--- config.mk ---
export PLATFORM = sky130hd
export DESIGN_NAME = eic_top
export DESIGN_NICKNAME = d
export VERILOG_FILES = /design/src/rtl/eic_pkg.sv /design/src/rtl/eic_top.sv
export SDC_FILE = /design/constraint.sdc
export NUM_CORES = 1
export LEC_CHECK = 0
export CORE_MARGIN = 1
export CORE_UTILIZATION = 45
export DETAILED_ROUTE_END_ITERATION = 10
export DONT_BUFFER_PORTS = 1
export HOLD_SLACK_MARGIN = 0.02
export PLACE_DENSITY = 0.71
export SLEW_MARGIN = 0
export SYNTH_ARGS = -nofsm -noshare
export SYNTH_HDL_FRONTEND = slang
export SYNTH_SLANG_ARGS = --single-unit
--- constraint.sdc ---
create_clock -name clk -period 19.1 [get_ports clk]
set_input_delay 1.91 -clock clk [delete_from_list [all_inputs] [get_ports clk]]
set_output_delay 1.91 -clock clk [all_outputs]
set_load 0.1 [all_outputs]
--- src/rtl/eic_pkg.sv ---
// Purpose: shared constants and types of the external interrupt control unit
// Assumes: byte-wide register port, one 100 MHz clock
// Notes: wake line registers are 16 bits split into low and high bytes
package eic_pkg;

    // -------------------------------------------------------------------
    // register offsets
    // -------------------------------------------------------------------
    localparam logic [7:0] OFS_CENTRAL = 8'hE6;
    localparam logic [7:0] OFS_EDGE = 8'hF2;
    localparam logic [7:0] OFS_PEND = 8'hF3;
    localparam logic [7:0] OFS_MASK = 8'hF4;
    localparam logic [7:0] OFS_PRIO = 8'hF5;
    localparam logic [7:0] OFS_VECTOR = 8'hF6;
    localparam logic [7:0] OFS_NEST = 8'hF7;
    localparam logic [7:0] OFS_WAKE_MASK = 8'hE8;
    localparam logic [7:0] OFS_WAKE_EDGE = 8'hEA;
    localparam logic [7:0] OFS_WAKE_MODE = 8'hEC;
    localparam logic [7:0] OFS_WAKE_PEND = 8'hEE;
    localparam logic [7:0] OFS_WAKE_CTRL = 8'hF0;

    // -------------------------------------------------------------------
    // field positions and reset values
    // -------------------------------------------------------------------
    localparam int CIC_GLOBAL_COUNTER_ENABLE = 7;
    localparam int CIC_TOP_LEVEL_PENDING = 6;
    localparam int CIC_TLI = 5;
    localparam int CIC_IEN = 4;
    localparam int CIC_IAM = 3;
    localparam int VEC_TOP_LEVEL_EDGE_SELECT = 3;
    localparam int VEC_TOP_LEVEL_INPUT_SELECT = 2;
    localparam int VEC_A0S = 1;
    localparam int VEC_EXTERNAL_WAIT_ENABLE = 0;
    localparam int NEST_TOP_LEVEL_NOT_MASKABLE = 7;
    localparam logic [7:0] RST_CENTRAL = 8'h87;
    localparam logic [7:0] RST_PRIO = 8'hFF;
    localparam logic [7:0] RST_VECTOR = 8'h06;
    localparam logic [2:0] LOWEST_LEVEL = 3'h7;
    localparam logic [2:0] SAMPLE_CYCLES = 3'h5;
    localparam logic [2:0] SAMPLE_LAST = SAMPLE_CYCLES - 3'h1;

    // -------------------------------------------------------------------
    // carriers and state
    // -------------------------------------------------------------------
    typedef struct packed {
        logic iack;
        logic iack_top;
        logic iret;
        logic iret_top;
        logic ei;
        logic di;
    } eic_cpu_cmd_type;

    typedef struct packed {
        logic req;
        logic [2:0] chan;
        logic [2:0] prio;
        logic [7:0] vector;
    } eic_ext_req_type;

    typedef struct packed {
        logic [7:0] central_interrupt_control, edge_sel, pend, mask, prio, vect, nest;
        logic [15:0] wmask, wedge, wmode, wpend;
        logic d1_wake;
        logic [7:0] pin_s1, pin_s2, src_prev;
        logic nmi_s1, nmi_s2, wait_s1, wait_s2, tl_prev;
        logic [15:0] wk_s1, wk_s2, wk_prev;
        logic [2:0] div;
        logic top_req;
        eic_ext_req_type ext;
        logic mwait, wakeup;
        logic [7:0] rdata;
    } eic_state_type;

    localparam eic_state_type RESET_STATE = '{
        central_interrupt_control: RST_CENTRAL, prio: RST_PRIO, vect: RST_VECTOR,
        wait_s1: 1'b1, wait_s2: 1'b1, default: '0};

endpackage : eic_pkg

--- src/rtl/eic_top.sv ---
// Purpose: central interrupt control and eight external channels
// Assumes: cpu sequencer pulses its commands for one cycle
// Notes: requests are re-arbitrated once per sample period
`timescale 1ns/1ps
`default_nettype none

//
// Contract
// - central bit 7 enables the multifunction timer
// - top-level pending set on trigger, cleared on ack, software may set
// - select 1 needs enable and pending; select 0 needs not-maskable
// - enable cleared on non-top ack, set on non-top iret and ei, cleared on di
// - three-bit current level, arbitration mode, nested hardware rewrites level
// - per-channel edge select, 0 falling, 1 rising
// - channel pending set on edge, cleared on ack, software may set
// - channel requests need mask, pending and global enable
// - channel priority is pair bits plus channel parity
// - vector upper nibble from software, lower from channel
// - non-maskable input edge chosen by top-level edge bit
// - top-level source watchdog end-of-count or non-maskable pin
// - channel a0 source watchdog end-of-count or pin
// - wait pin honoured only when external wait enabled
// - not-maskable bit set by software, cleared only by reset
// - nested mode hold bit set when level interrupted, cleared on return
// - wake line unit may replace channel d1 source
// - each wake line has mode, edge polarity and mask
// - requests sampled every five cycles, ack one more cycle
module eic_top (
    // clock and reset
    input wire logic clk,
    input wire logic rstn,
    // register port
    input wire logic [7:0] reg_addr,
    input wire logic [7:0] reg_wdata,
    input wire logic reg_wr,
    input wire logic reg_rd,
    output logic [7:0] reg_rdata,
    // interrupt sources
    input wire logic [7:0] ext_pin,
    input wire logic nmi_pin,
    input wire logic watchdog_eoc,
    input wire logic [15:0] wake_line,
    input wire logic wait_input_pin_n,
    // cpu interrupt sequencer
    input wire eic_pkg::eic_cpu_cmd_type cpu_cmd,
    output logic top_request,
    output eic_pkg::eic_ext_req_type ext_out,
    // side outputs
    output logic global_counter_enable,
    output logic memory_wait,
    output logic wake_up
);

    // -------------------------------------------------------------------
    // helpers
    // -------------------------------------------------------------------
    function automatic logic hit(input logic prev, input logic cur,
                                 input logic rise);
        hit = rise ? (!prev && cur) : (prev && !cur);
    endfunction : hit

    function automatic logic [2:0] chan_prio(input logic [7:0] p,
                                             input logic [2:0] c);
        logic [7:0] sh;
        sh = p >> {c[2:1], 1'b0};
        chan_prio = {sh[1:0], c[0]};
    endfunction : chan_prio

    function automatic logic [15:0] put_byte(input logic [15:0] v,
                                             input logic h,
                                             input logic [7:0] b);
        put_byte = h ? {b, v[7:0]} : {v[15:8], b};
    endfunction : put_byte

    function automatic logic [7:0] get_byte(input logic [15:0] v,
                                            input logic h);
        get_byte = h ? v[15:8] : v[7:0];
    endfunction : get_byte

    eic_pkg::eic_state_type s;
    eic_pkg::eic_state_type n;
    logic tick;
    logic [7:0] chan_src;
    logic [7:0] chan_evt;
    logic [15:0] wake_evt;
    logic wake_any;
    logic tl_src;
    logic tl_evt;
    logic [7:0] base;
    logic hi;
    logic win_ok;
    logic [2:0] win_chan;
    logic [2:0] win_prio;
    logic [2:0] cand_p;
    logic held;
    logic [2:0] held_lvl;

    // -------------------------------------------------------------------
    // next state
    // -------------------------------------------------------------------
    always_comb begin
        n = s;
        base = {reg_addr[7:1], 1'b0};
        hi = reg_addr[0];
        tick = (s.div == eic_pkg::SAMPLE_LAST);
        n.div = tick ? 3'h0 : s.div + 3'h1;
        // synchronisers
        n.pin_s1 = ext_pin;
        n.pin_s2 = s.pin_s1;
        n.nmi_s1 = nmi_pin;
        n.nmi_s2 = s.nmi_s1;
        n.wait_s1 = wait_input_pin_n;
        n.wait_s2 = s.wait_s1;
        n.wk_s1 = wake_line;
        n.wk_s2 = s.wk_s1;
        n.wk_prev = s.wk_s2;
        // sources and edges
        wake_evt = '0;
        for (int i = 0; i < 16; i++) begin
            wake_evt[i] = hit(s.wk_prev[i], s.wk_s2[i], s.wedge[i]);
        end
        wake_any = |(s.wpend & s.wmask);
        n.wakeup = |(s.wpend & s.wmask & s.wmode);
        chan_src = s.pin_s2;
        if (!s.vect[eic_pkg::VEC_A0S]) begin
            chan_src[0] = watchdog_eoc;
        end
        if (s.d1_wake) begin
            chan_src[7] = wake_any;
        end
        chan_evt = '0;
        for (int i = 0; i < 8; i++) begin
            chan_evt[i] = hit(s.src_prev[i], chan_src[i], s.edge_sel[i]);
        end
        n.src_prev = chan_src;
        tl_src = s.vect[eic_pkg::VEC_TOP_LEVEL_INPUT_SELECT] ? s.nmi_s2 : watchdog_eoc;
        // end-of-count is a rising pulse; only the pin has a choice
        tl_evt = s.vect[eic_pkg::VEC_TOP_LEVEL_INPUT_SELECT]
            ? hit(s.tl_prev, tl_src, s.vect[eic_pkg::VEC_TOP_LEVEL_EDGE_SELECT])
            : (!s.tl_prev && tl_src);
        n.tl_prev = tl_src;
        n.mwait = s.vect[eic_pkg::VEC_EXTERNAL_WAIT_ENABLE] && !s.wait_s2;
        // arbitration over sampled state
        win_ok = 1'b0;
        win_chan = 3'h0;
        win_prio = eic_pkg::LOWEST_LEVEL;
        cand_p = 3'h0;
        for (int i = 0; i < 8; i++) begin
            cand_p = chan_prio(s.prio, 3'(i));
            if (s.pend[i] && s.mask[i] && s.central_interrupt_control[eic_pkg::CIC_IEN] &&
                cand_p < s.central_interrupt_control[2:0] &&
                (!win_ok || cand_p < win_prio)) begin
                win_ok = 1'b1;
                win_chan = 3'(i);
                win_prio = cand_p;
            end
        end
        // register writes
        if (reg_wr) begin
            case (reg_addr)
                eic_pkg::OFS_CENTRAL: n.central_interrupt_control = reg_wdata;
                eic_pkg::OFS_EDGE: n.edge_sel = reg_wdata;
                eic_pkg::OFS_PEND: n.pend = reg_wdata;
                eic_pkg::OFS_MASK: n.mask = reg_wdata;
                eic_pkg::OFS_PRIO: n.prio = reg_wdata;
                eic_pkg::OFS_VECTOR: n.vect = reg_wdata;
                // hold bits belong to hardware; software only sets top_level_not_maskable
                eic_pkg::OFS_NEST: n.nest[7] = s.nest[7] | reg_wdata[7];
                eic_pkg::OFS_WAKE_CTRL: n.d1_wake = reg_wdata[0];
                default: begin
                    case (base)
                        eic_pkg::OFS_WAKE_MASK:
                            n.wmask = put_byte(s.wmask, hi, reg_wdata);
                        eic_pkg::OFS_WAKE_EDGE:
                            n.wedge = put_byte(s.wedge, hi, reg_wdata);
                        eic_pkg::OFS_WAKE_MODE:
                            n.wmode = put_byte(s.wmode, hi, reg_wdata);
                        eic_pkg::OFS_WAKE_PEND:
                            n.wpend = put_byte(s.wpend, hi, reg_wdata);
                        default: n.rdata = n.rdata;
                    endcase
                end
            endcase
        end
        // cpu sequencer commands
        if (cpu_cmd.ei) begin
            n.central_interrupt_control[eic_pkg::CIC_IEN] = 1'b1;
        end
        if (cpu_cmd.di) begin
            n.central_interrupt_control[eic_pkg::CIC_IEN] = 1'b0;
        end
        if (cpu_cmd.iack && cpu_cmd.iack_top) begin
            n.central_interrupt_control[eic_pkg::CIC_TOP_LEVEL_PENDING] = 1'b0;
            n.top_req = 1'b0;
        end else if (cpu_cmd.iack) begin
            n.pend[s.ext.chan] = 1'b0;
            n.central_interrupt_control[eic_pkg::CIC_IEN] = 1'b0;
            n.ext.req = 1'b0;
            if (s.central_interrupt_control[eic_pkg::CIC_IAM]) begin
                if (s.central_interrupt_control[2:0] != eic_pkg::LOWEST_LEVEL) begin
                    n.nest[s.central_interrupt_control[2:0]] = 1'b1;
                end
                n.central_interrupt_control[2:0] = s.ext.prio;
            end
        end
        held = 1'b0;
        held_lvl = eic_pkg::LOWEST_LEVEL;
        for (int i = 6; i >= 0; i--) begin
            if (s.nest[i]) begin
                held = 1'b1;
                held_lvl = 3'(i);
            end
        end
        if (cpu_cmd.iret && !cpu_cmd.iret_top) begin
            n.central_interrupt_control[eic_pkg::CIC_IEN] = 1'b1;
            if (s.central_interrupt_control[eic_pkg::CIC_IAM]) begin
                n.central_interrupt_control[2:0] = held_lvl;
                if (held) begin
                    n.nest[held_lvl] = 1'b0;
                end
            end
        end
        // hardware events last: a set beats a same-cycle clear
        if (tl_evt) begin
            n.central_interrupt_control[eic_pkg::CIC_TOP_LEVEL_PENDING] = 1'b1;
        end
        n.pend = n.pend | chan_evt;
        n.wpend = n.wpend | wake_evt;
        // one sample per period; an ack in the tick cycle skips it
        if (tick && !cpu_cmd.iack) begin
            n.top_req = s.central_interrupt_control[eic_pkg::CIC_TOP_LEVEL_PENDING] &&
                (s.nest[eic_pkg::NEST_TOP_LEVEL_NOT_MASKABLE] ||
                 (s.central_interrupt_control[eic_pkg::CIC_TLI] &&
                  s.central_interrupt_control[eic_pkg::CIC_IEN]));
            n.ext.req = win_ok;
            n.ext.chan = win_chan;
            n.ext.prio = win_prio;
            n.ext.vector = {s.vect[7:4], win_chan, 1'b0};
        end
        // register reads, data valid one cycle later only
        n.rdata = 8'h00;
        if (reg_rd) begin
            case (reg_addr)
                eic_pkg::OFS_CENTRAL: n.rdata = s.central_interrupt_control;
                eic_pkg::OFS_EDGE: n.rdata = s.edge_sel;
                eic_pkg::OFS_PEND: n.rdata = s.pend;
                eic_pkg::OFS_MASK: n.rdata = s.mask;
                eic_pkg::OFS_PRIO: n.rdata = s.prio;
                eic_pkg::OFS_VECTOR: n.rdata = s.vect;
                eic_pkg::OFS_NEST: n.rdata = s.nest;
                eic_pkg::OFS_WAKE_CTRL: n.rdata = {7'h00, s.d1_wake};
                default: begin
                    case (base)
                        eic_pkg::OFS_WAKE_MASK:
                            n.rdata = get_byte(s.wmask, hi);
                        eic_pkg::OFS_WAKE_EDGE:
                            n.rdata = get_byte(s.wedge, hi);
                        eic_pkg::OFS_WAKE_MODE:
                            n.rdata = get_byte(s.wmode, hi);
                        eic_pkg::OFS_WAKE_PEND:
                            n.rdata = get_byte(s.wpend, hi);
                        default: n.rdata = 8'h00;
                    endcase
                end
            endcase
        end
    end

    always_ff @(posedge clk) begin
        if (!rstn) begin
            s <= eic_pkg::RESET_STATE;
        end else begin
            s <= n;
        end
    end

    // -------------------------------------------------------------------
    // outputs
    // -------------------------------------------------------------------
    assign reg_rdata = s.rdata;
    assign top_request = s.top_req;
    assign ext_out = s.ext;
    assign global_counter_enable = s.central_interrupt_control[eic_pkg::CIC_GLOBAL_COUNTER_ENABLE];
    assign memory_wait = s.mwait;
    assign wake_up = s.wakeup;
endmodule : eic_top

`default_nettype wire

==> results.md <==
Worst setup path:
- The slowest library cell on the worst path is sky130_fd_sc_hd__dfxtp_1.
- Along the worst path, the maximum fanout reaches 12.
- STA puts the critical path data required time at a little under 20 ns.
- STA classifies the critical path startpoint as a flop.
- The worst stage delay on the critical path is 0.58 ns.
- The worst endpoint data arrival time is 9.61 ns.
- The cell repeated most along the worst path is sky130_fd_sc_hd__ha_1.
- STA classifies the critical path endpoint as a flop.
- The family with the most delay on the worst path is compound AO/OA/AOI/OAI gates.
- The combined buffer and inverter count along the critical path is 4.
- The worst setup path is of the flop to flop kind.

Global route:
- The largest net degree at the start of global routing is 218.
- The via count of the first global-routing pass is 7802.
- The total global routing track utilization is 0.237.
- The number of antenna violations at the first check in global routing was 0.
- The first global-routing pass estimated 44100 um of wire.
- The remaining global-route overflow is 0.

Clocking:
- In this run the post-CTS setup repair buffer count came out at 0.
- Clock latency on the worst-skew pair, taken at its later pin, is 0.54 ns.
- Hold repair after CTS inserted 0 buffers.
- The number of clock sinks is 223.
- CTS built an H-tree with a depth of 1.
- The cell chosen for the clock root is sky130_fd_sc_hd__clkbuf_16.
- In this run the deepest clock path goes through 3 buffers.
- The clock-pin transition on the worst setup and hold timing paths is ~0.060 ns.
- TritonCTS built the clock tree.
- The number of gates resized after CTS was 0.
- The total CTS buffers is 25.

Yosys:
- The largest total area in the synthesized netlist belongs to sky130_fd_sc_hd__dfxtp_1.
- After synthesis, the most frequently instantiated cells are 223 x sky130_fd_sc_hd__dfxtp_1, 91 x sky130_fd_sc_hd__nand2_1, 87 x sky130_fd_sc_hd__mux2i_1.
- During synthesis, Yosys emitted a total of 0 warnings.
- A synthesized cell averages 9.36 um2.
- The share of the Yosys chip area taken by registers is 0.421.
- The async set-or-reset flop fraction in the synthesized netlist is 0.
- In the post-synthesis netlist, the biggest area contributors are sky130_fd_sc_hd__dfxtp_1 42%, sky130_fd_sc_hd__mux2i_1 8.2%, sky130_fd_sc_hd__nor2b_1 4.8%.
- The distinct cell type count after synthesis is 79.
- The number of instances in the synthesized netlist is 1132.
- The share of the synthesized area in the top cell type is 0.421.
- When the netlist entered floorplanning its net count stood at 1208.
- In this run, synthesis inferred 0 flip-flops with an integrated enable.
- The dominant cell by count in the synthesized netlist is sky130_fd_sc_hd__dfxtp_1.
- The top flip-flop cell by instance count after synthesis is sky130_fd_sc_hd__dfxtp_1.
- The mapped netlist covers between 10000 and 15000 um2.
- The register bit total from synthesis is 223.

Placed design:
- The number of buffer cells added on primary ports is 0.
- The worst setup slack before clock tree synthesis is around 10 ns.
- The detailed-placement wirelength estimate is 19600 um.
- The congestion estimate from routability-driven global placement came to 0.959.
- After detailed placement, the total cell area comes to roughly 11000 um2.

Drt:
- The total via count after detailed routing is 8359.
- The aggregate routed wire length is approximately 28000 um.
- After detailed routing, the number of remaining DRC violations is 0.
- The detailed router finished its first iteration with 804 violations.
- The number of vias per cell is 5.92.
- The iteration count of the initial detailed-routing pass is 7.
- The detail-routed net length per standard cell is 20.0 um.
- The post-route antenna net violation count is 0.

STA:
- The headroom to the max-slew limit is 0.222.
- For this run, the top clock speed supported by timing is approximately 110 MHz.
- At the pin with the least slew margin, the transition time is 1.16 ns.
- The clock skew after layout is approximately 0.013 ns.
- After layout, the minimum clock period comes to 9.23 ns.
- Setup violations remaining at the end of the flow were counted as 0.
- Setup repair after global routing left no endpoint under its margin.
- Across all setup checks in the final design, the least slack found is 9.87 ns.
- The final max-slew violation count is 0.
- Of the available clock period, the critical path in the final layout requires 0.483.
- The number of endpoints with negative hold slack in the final report is 0.
- The setup total negative slack is 0 ns.

Status:
- The run finished with clean final reports.

Floorplanning:
- The height of the die is between 150 and 200 um.
- The area of the die is around 24000 um2.
- For this design the top-level I/O count stands at 80.
- The die is roughly 160 um wide.
- The floorplan row count is 55.
- The initial cell density of the core is 0.464.
- The total core area is 22800 um2.

Power:
- The maximum resistive drop on vdd is 0.0879 mV.
- The analysis attributes to cell leakage a power of 4.15 nW.
- The areal power density over the cells is ~86 nW/um2.
- The total power of the final layout is 0.984 mW.

Run:
- The tool flagged a number of max-cap violations equal to 0.

Hold path:
- The worst hold-check path type is flop to flop.

Finish:
- Measured on the finished design, the core utilization comes to 0.501.
- The layout overhead on the synthesized area is 8.08%.
- The finished cells cover 11500 um2.
- The number of nets in the finished design is roughly 1200.
- The proportion of layout cells with a drive suffix above 1 is 0.0811.
- The number of antenna repair diodes is 0.
[cell families (layout without fill, tap and decap cells)]
group,after synthesis,after routing,share of synthesized area
buffers and inverters,104,70,0.0466
AOI/OAI and AO/OA,232,232,0.159
adders and majority gates,23,23,0.0272
other,1,1,0.000354
DFF,223,223,0.421
and+or+nand+nor,450,450,0.241
muxes,99,99,0.105
[registers in the layout (all words and copies together), names as in the netlist, 2 cells and up]
register	flops
ext_out	11
n	42
chan_src	6
s	150
cand_p	2
reg_rdata	8
[cell usage in the layout (no fill, tap or decap), types with 6 or more instances in the layout]
| master | instances |
|---|---|
| sky130_fd_sc_hd__buf_4 | 7 |
| sky130_fd_sc_hd__o211ai_1 | 10 |
| sky130_fd_sc_hd__and3_1 | 6 |
| sky130_fd_sc_hd__o21a_1 | 7 |
| sky130_fd_sc_hd__nor2_1 | 37 |
| sky130_fd_sc_hd__inv_1 | 20 |
| sky130_fd_sc_hd__a22o_1 | 9 |
| sky130_fd_sc_hd__a21boi_0 | 47 |
| sky130_fd_sc_hd__a221oi_1 | 18 |
| sky130_fd_sc_hd__clkbuf_16 | 25 |
| sky130_fd_sc_hd__o21ai_0 | 19 |
| sky130_fd_sc_hd__and3b_1 | 8 |
| sky130_fd_sc_hd__o31a_1 | 8 |
| sky130_fd_sc_hd__dfxtp_1 | 220 |
| sky130_fd_sc_hd__a31oi_1 | 21 |
| sky130_fd_sc_hd__ha_1 | 23 |
| sky130_fd_sc_hd__a22oi_1 | 13 |
| sky130_fd_sc_hd__nand3_1 | 64 |
| sky130_fd_sc_hd__and2_1 | 76 |
| sky130_fd_sc_hd__nand4_1 | 7 |
| sky130_fd_sc_hd__mux2i_1 | 87 |
| sky130_fd_sc_hd__nor2b_1 | 82 |
| sky130_fd_sc_hd__nand2_1 | 91 |
| sky130_fd_sc_hd__nor3_1 | 9 |
| sky130_fd_sc_hd__a21oi_1 | 42 |
| sky130_fd_sc_hd__nor3b_1 | 28 |
| sky130_fd_sc_hd__mux4_2 | 9 |
[cell type report]
type                       instances  area (um2)
fill                            2112       11400
multi-input combinational        805        5650
sequential                       223        4470
clock buffer                      33         696
tap                              313         392
clock inverter                    10         125
inverter                          20        75.1
timing repair buffer               7        52.6
[worst register-to-register path, delay by kind of cell, from the launching register on]
kind	cells	cell delay, ns
buffers and inverters	4	0.43
and+or+nand+nor	12	2.45
adders and majority gates	7	1.74
muxes	4	0.83
DFF	1	0.58
AOI/OAI and AO/OA	18	3.03
[final timing paths]
check                             from           to  slack [ns]  cells past startpoint
worst max-delay path            s[220]  ext_out[10]        9.87                     45
worst max register to register  s[220]  ext_out[10]        9.87                     45
worst min register to register   n[78]        s[78]        0.41                      1
worst min-delay path             n[78]        s[78]        0.41                      1
[report_power, final]
| group | leakage [nW] | internal (mW) | switching, mW | total [mW] |
|---|---|---|---|---|
| registers | 1.81 | 0.475 | 0.00873 | 0.484 |
| logic | 1.95 | 0.0140 | 0.0110 | 0.0250 |
| clock network | 0.392 | 0.284 | 0.192 | 0.475 |
| total | 4.15 | 0.773 | 0.211 | 0.984 |
[metal layers]
layer | vias up | share of wire | track usage
met1 | 3956 | 0.44 | 0.324
met5 | - | 0 | 0
li1 | 3951 | - | -
met2 | 366 | 0.43 | 0.353
met4 | 0 | 0.042 | 0.101
met3 | 86 | 0.091 | 0.0593
[metrics by stage]
stage | hold slack, ns | std cells
finish | 0.406 | 1411
global route | 0.417 | 1411
CTS | 0.407 | 1411
detailed placement | 0.392 | 1368
global placement | 0.390 | 1368
floorplan | 0.386 | 1132
(Power assumes the default switching activity.)
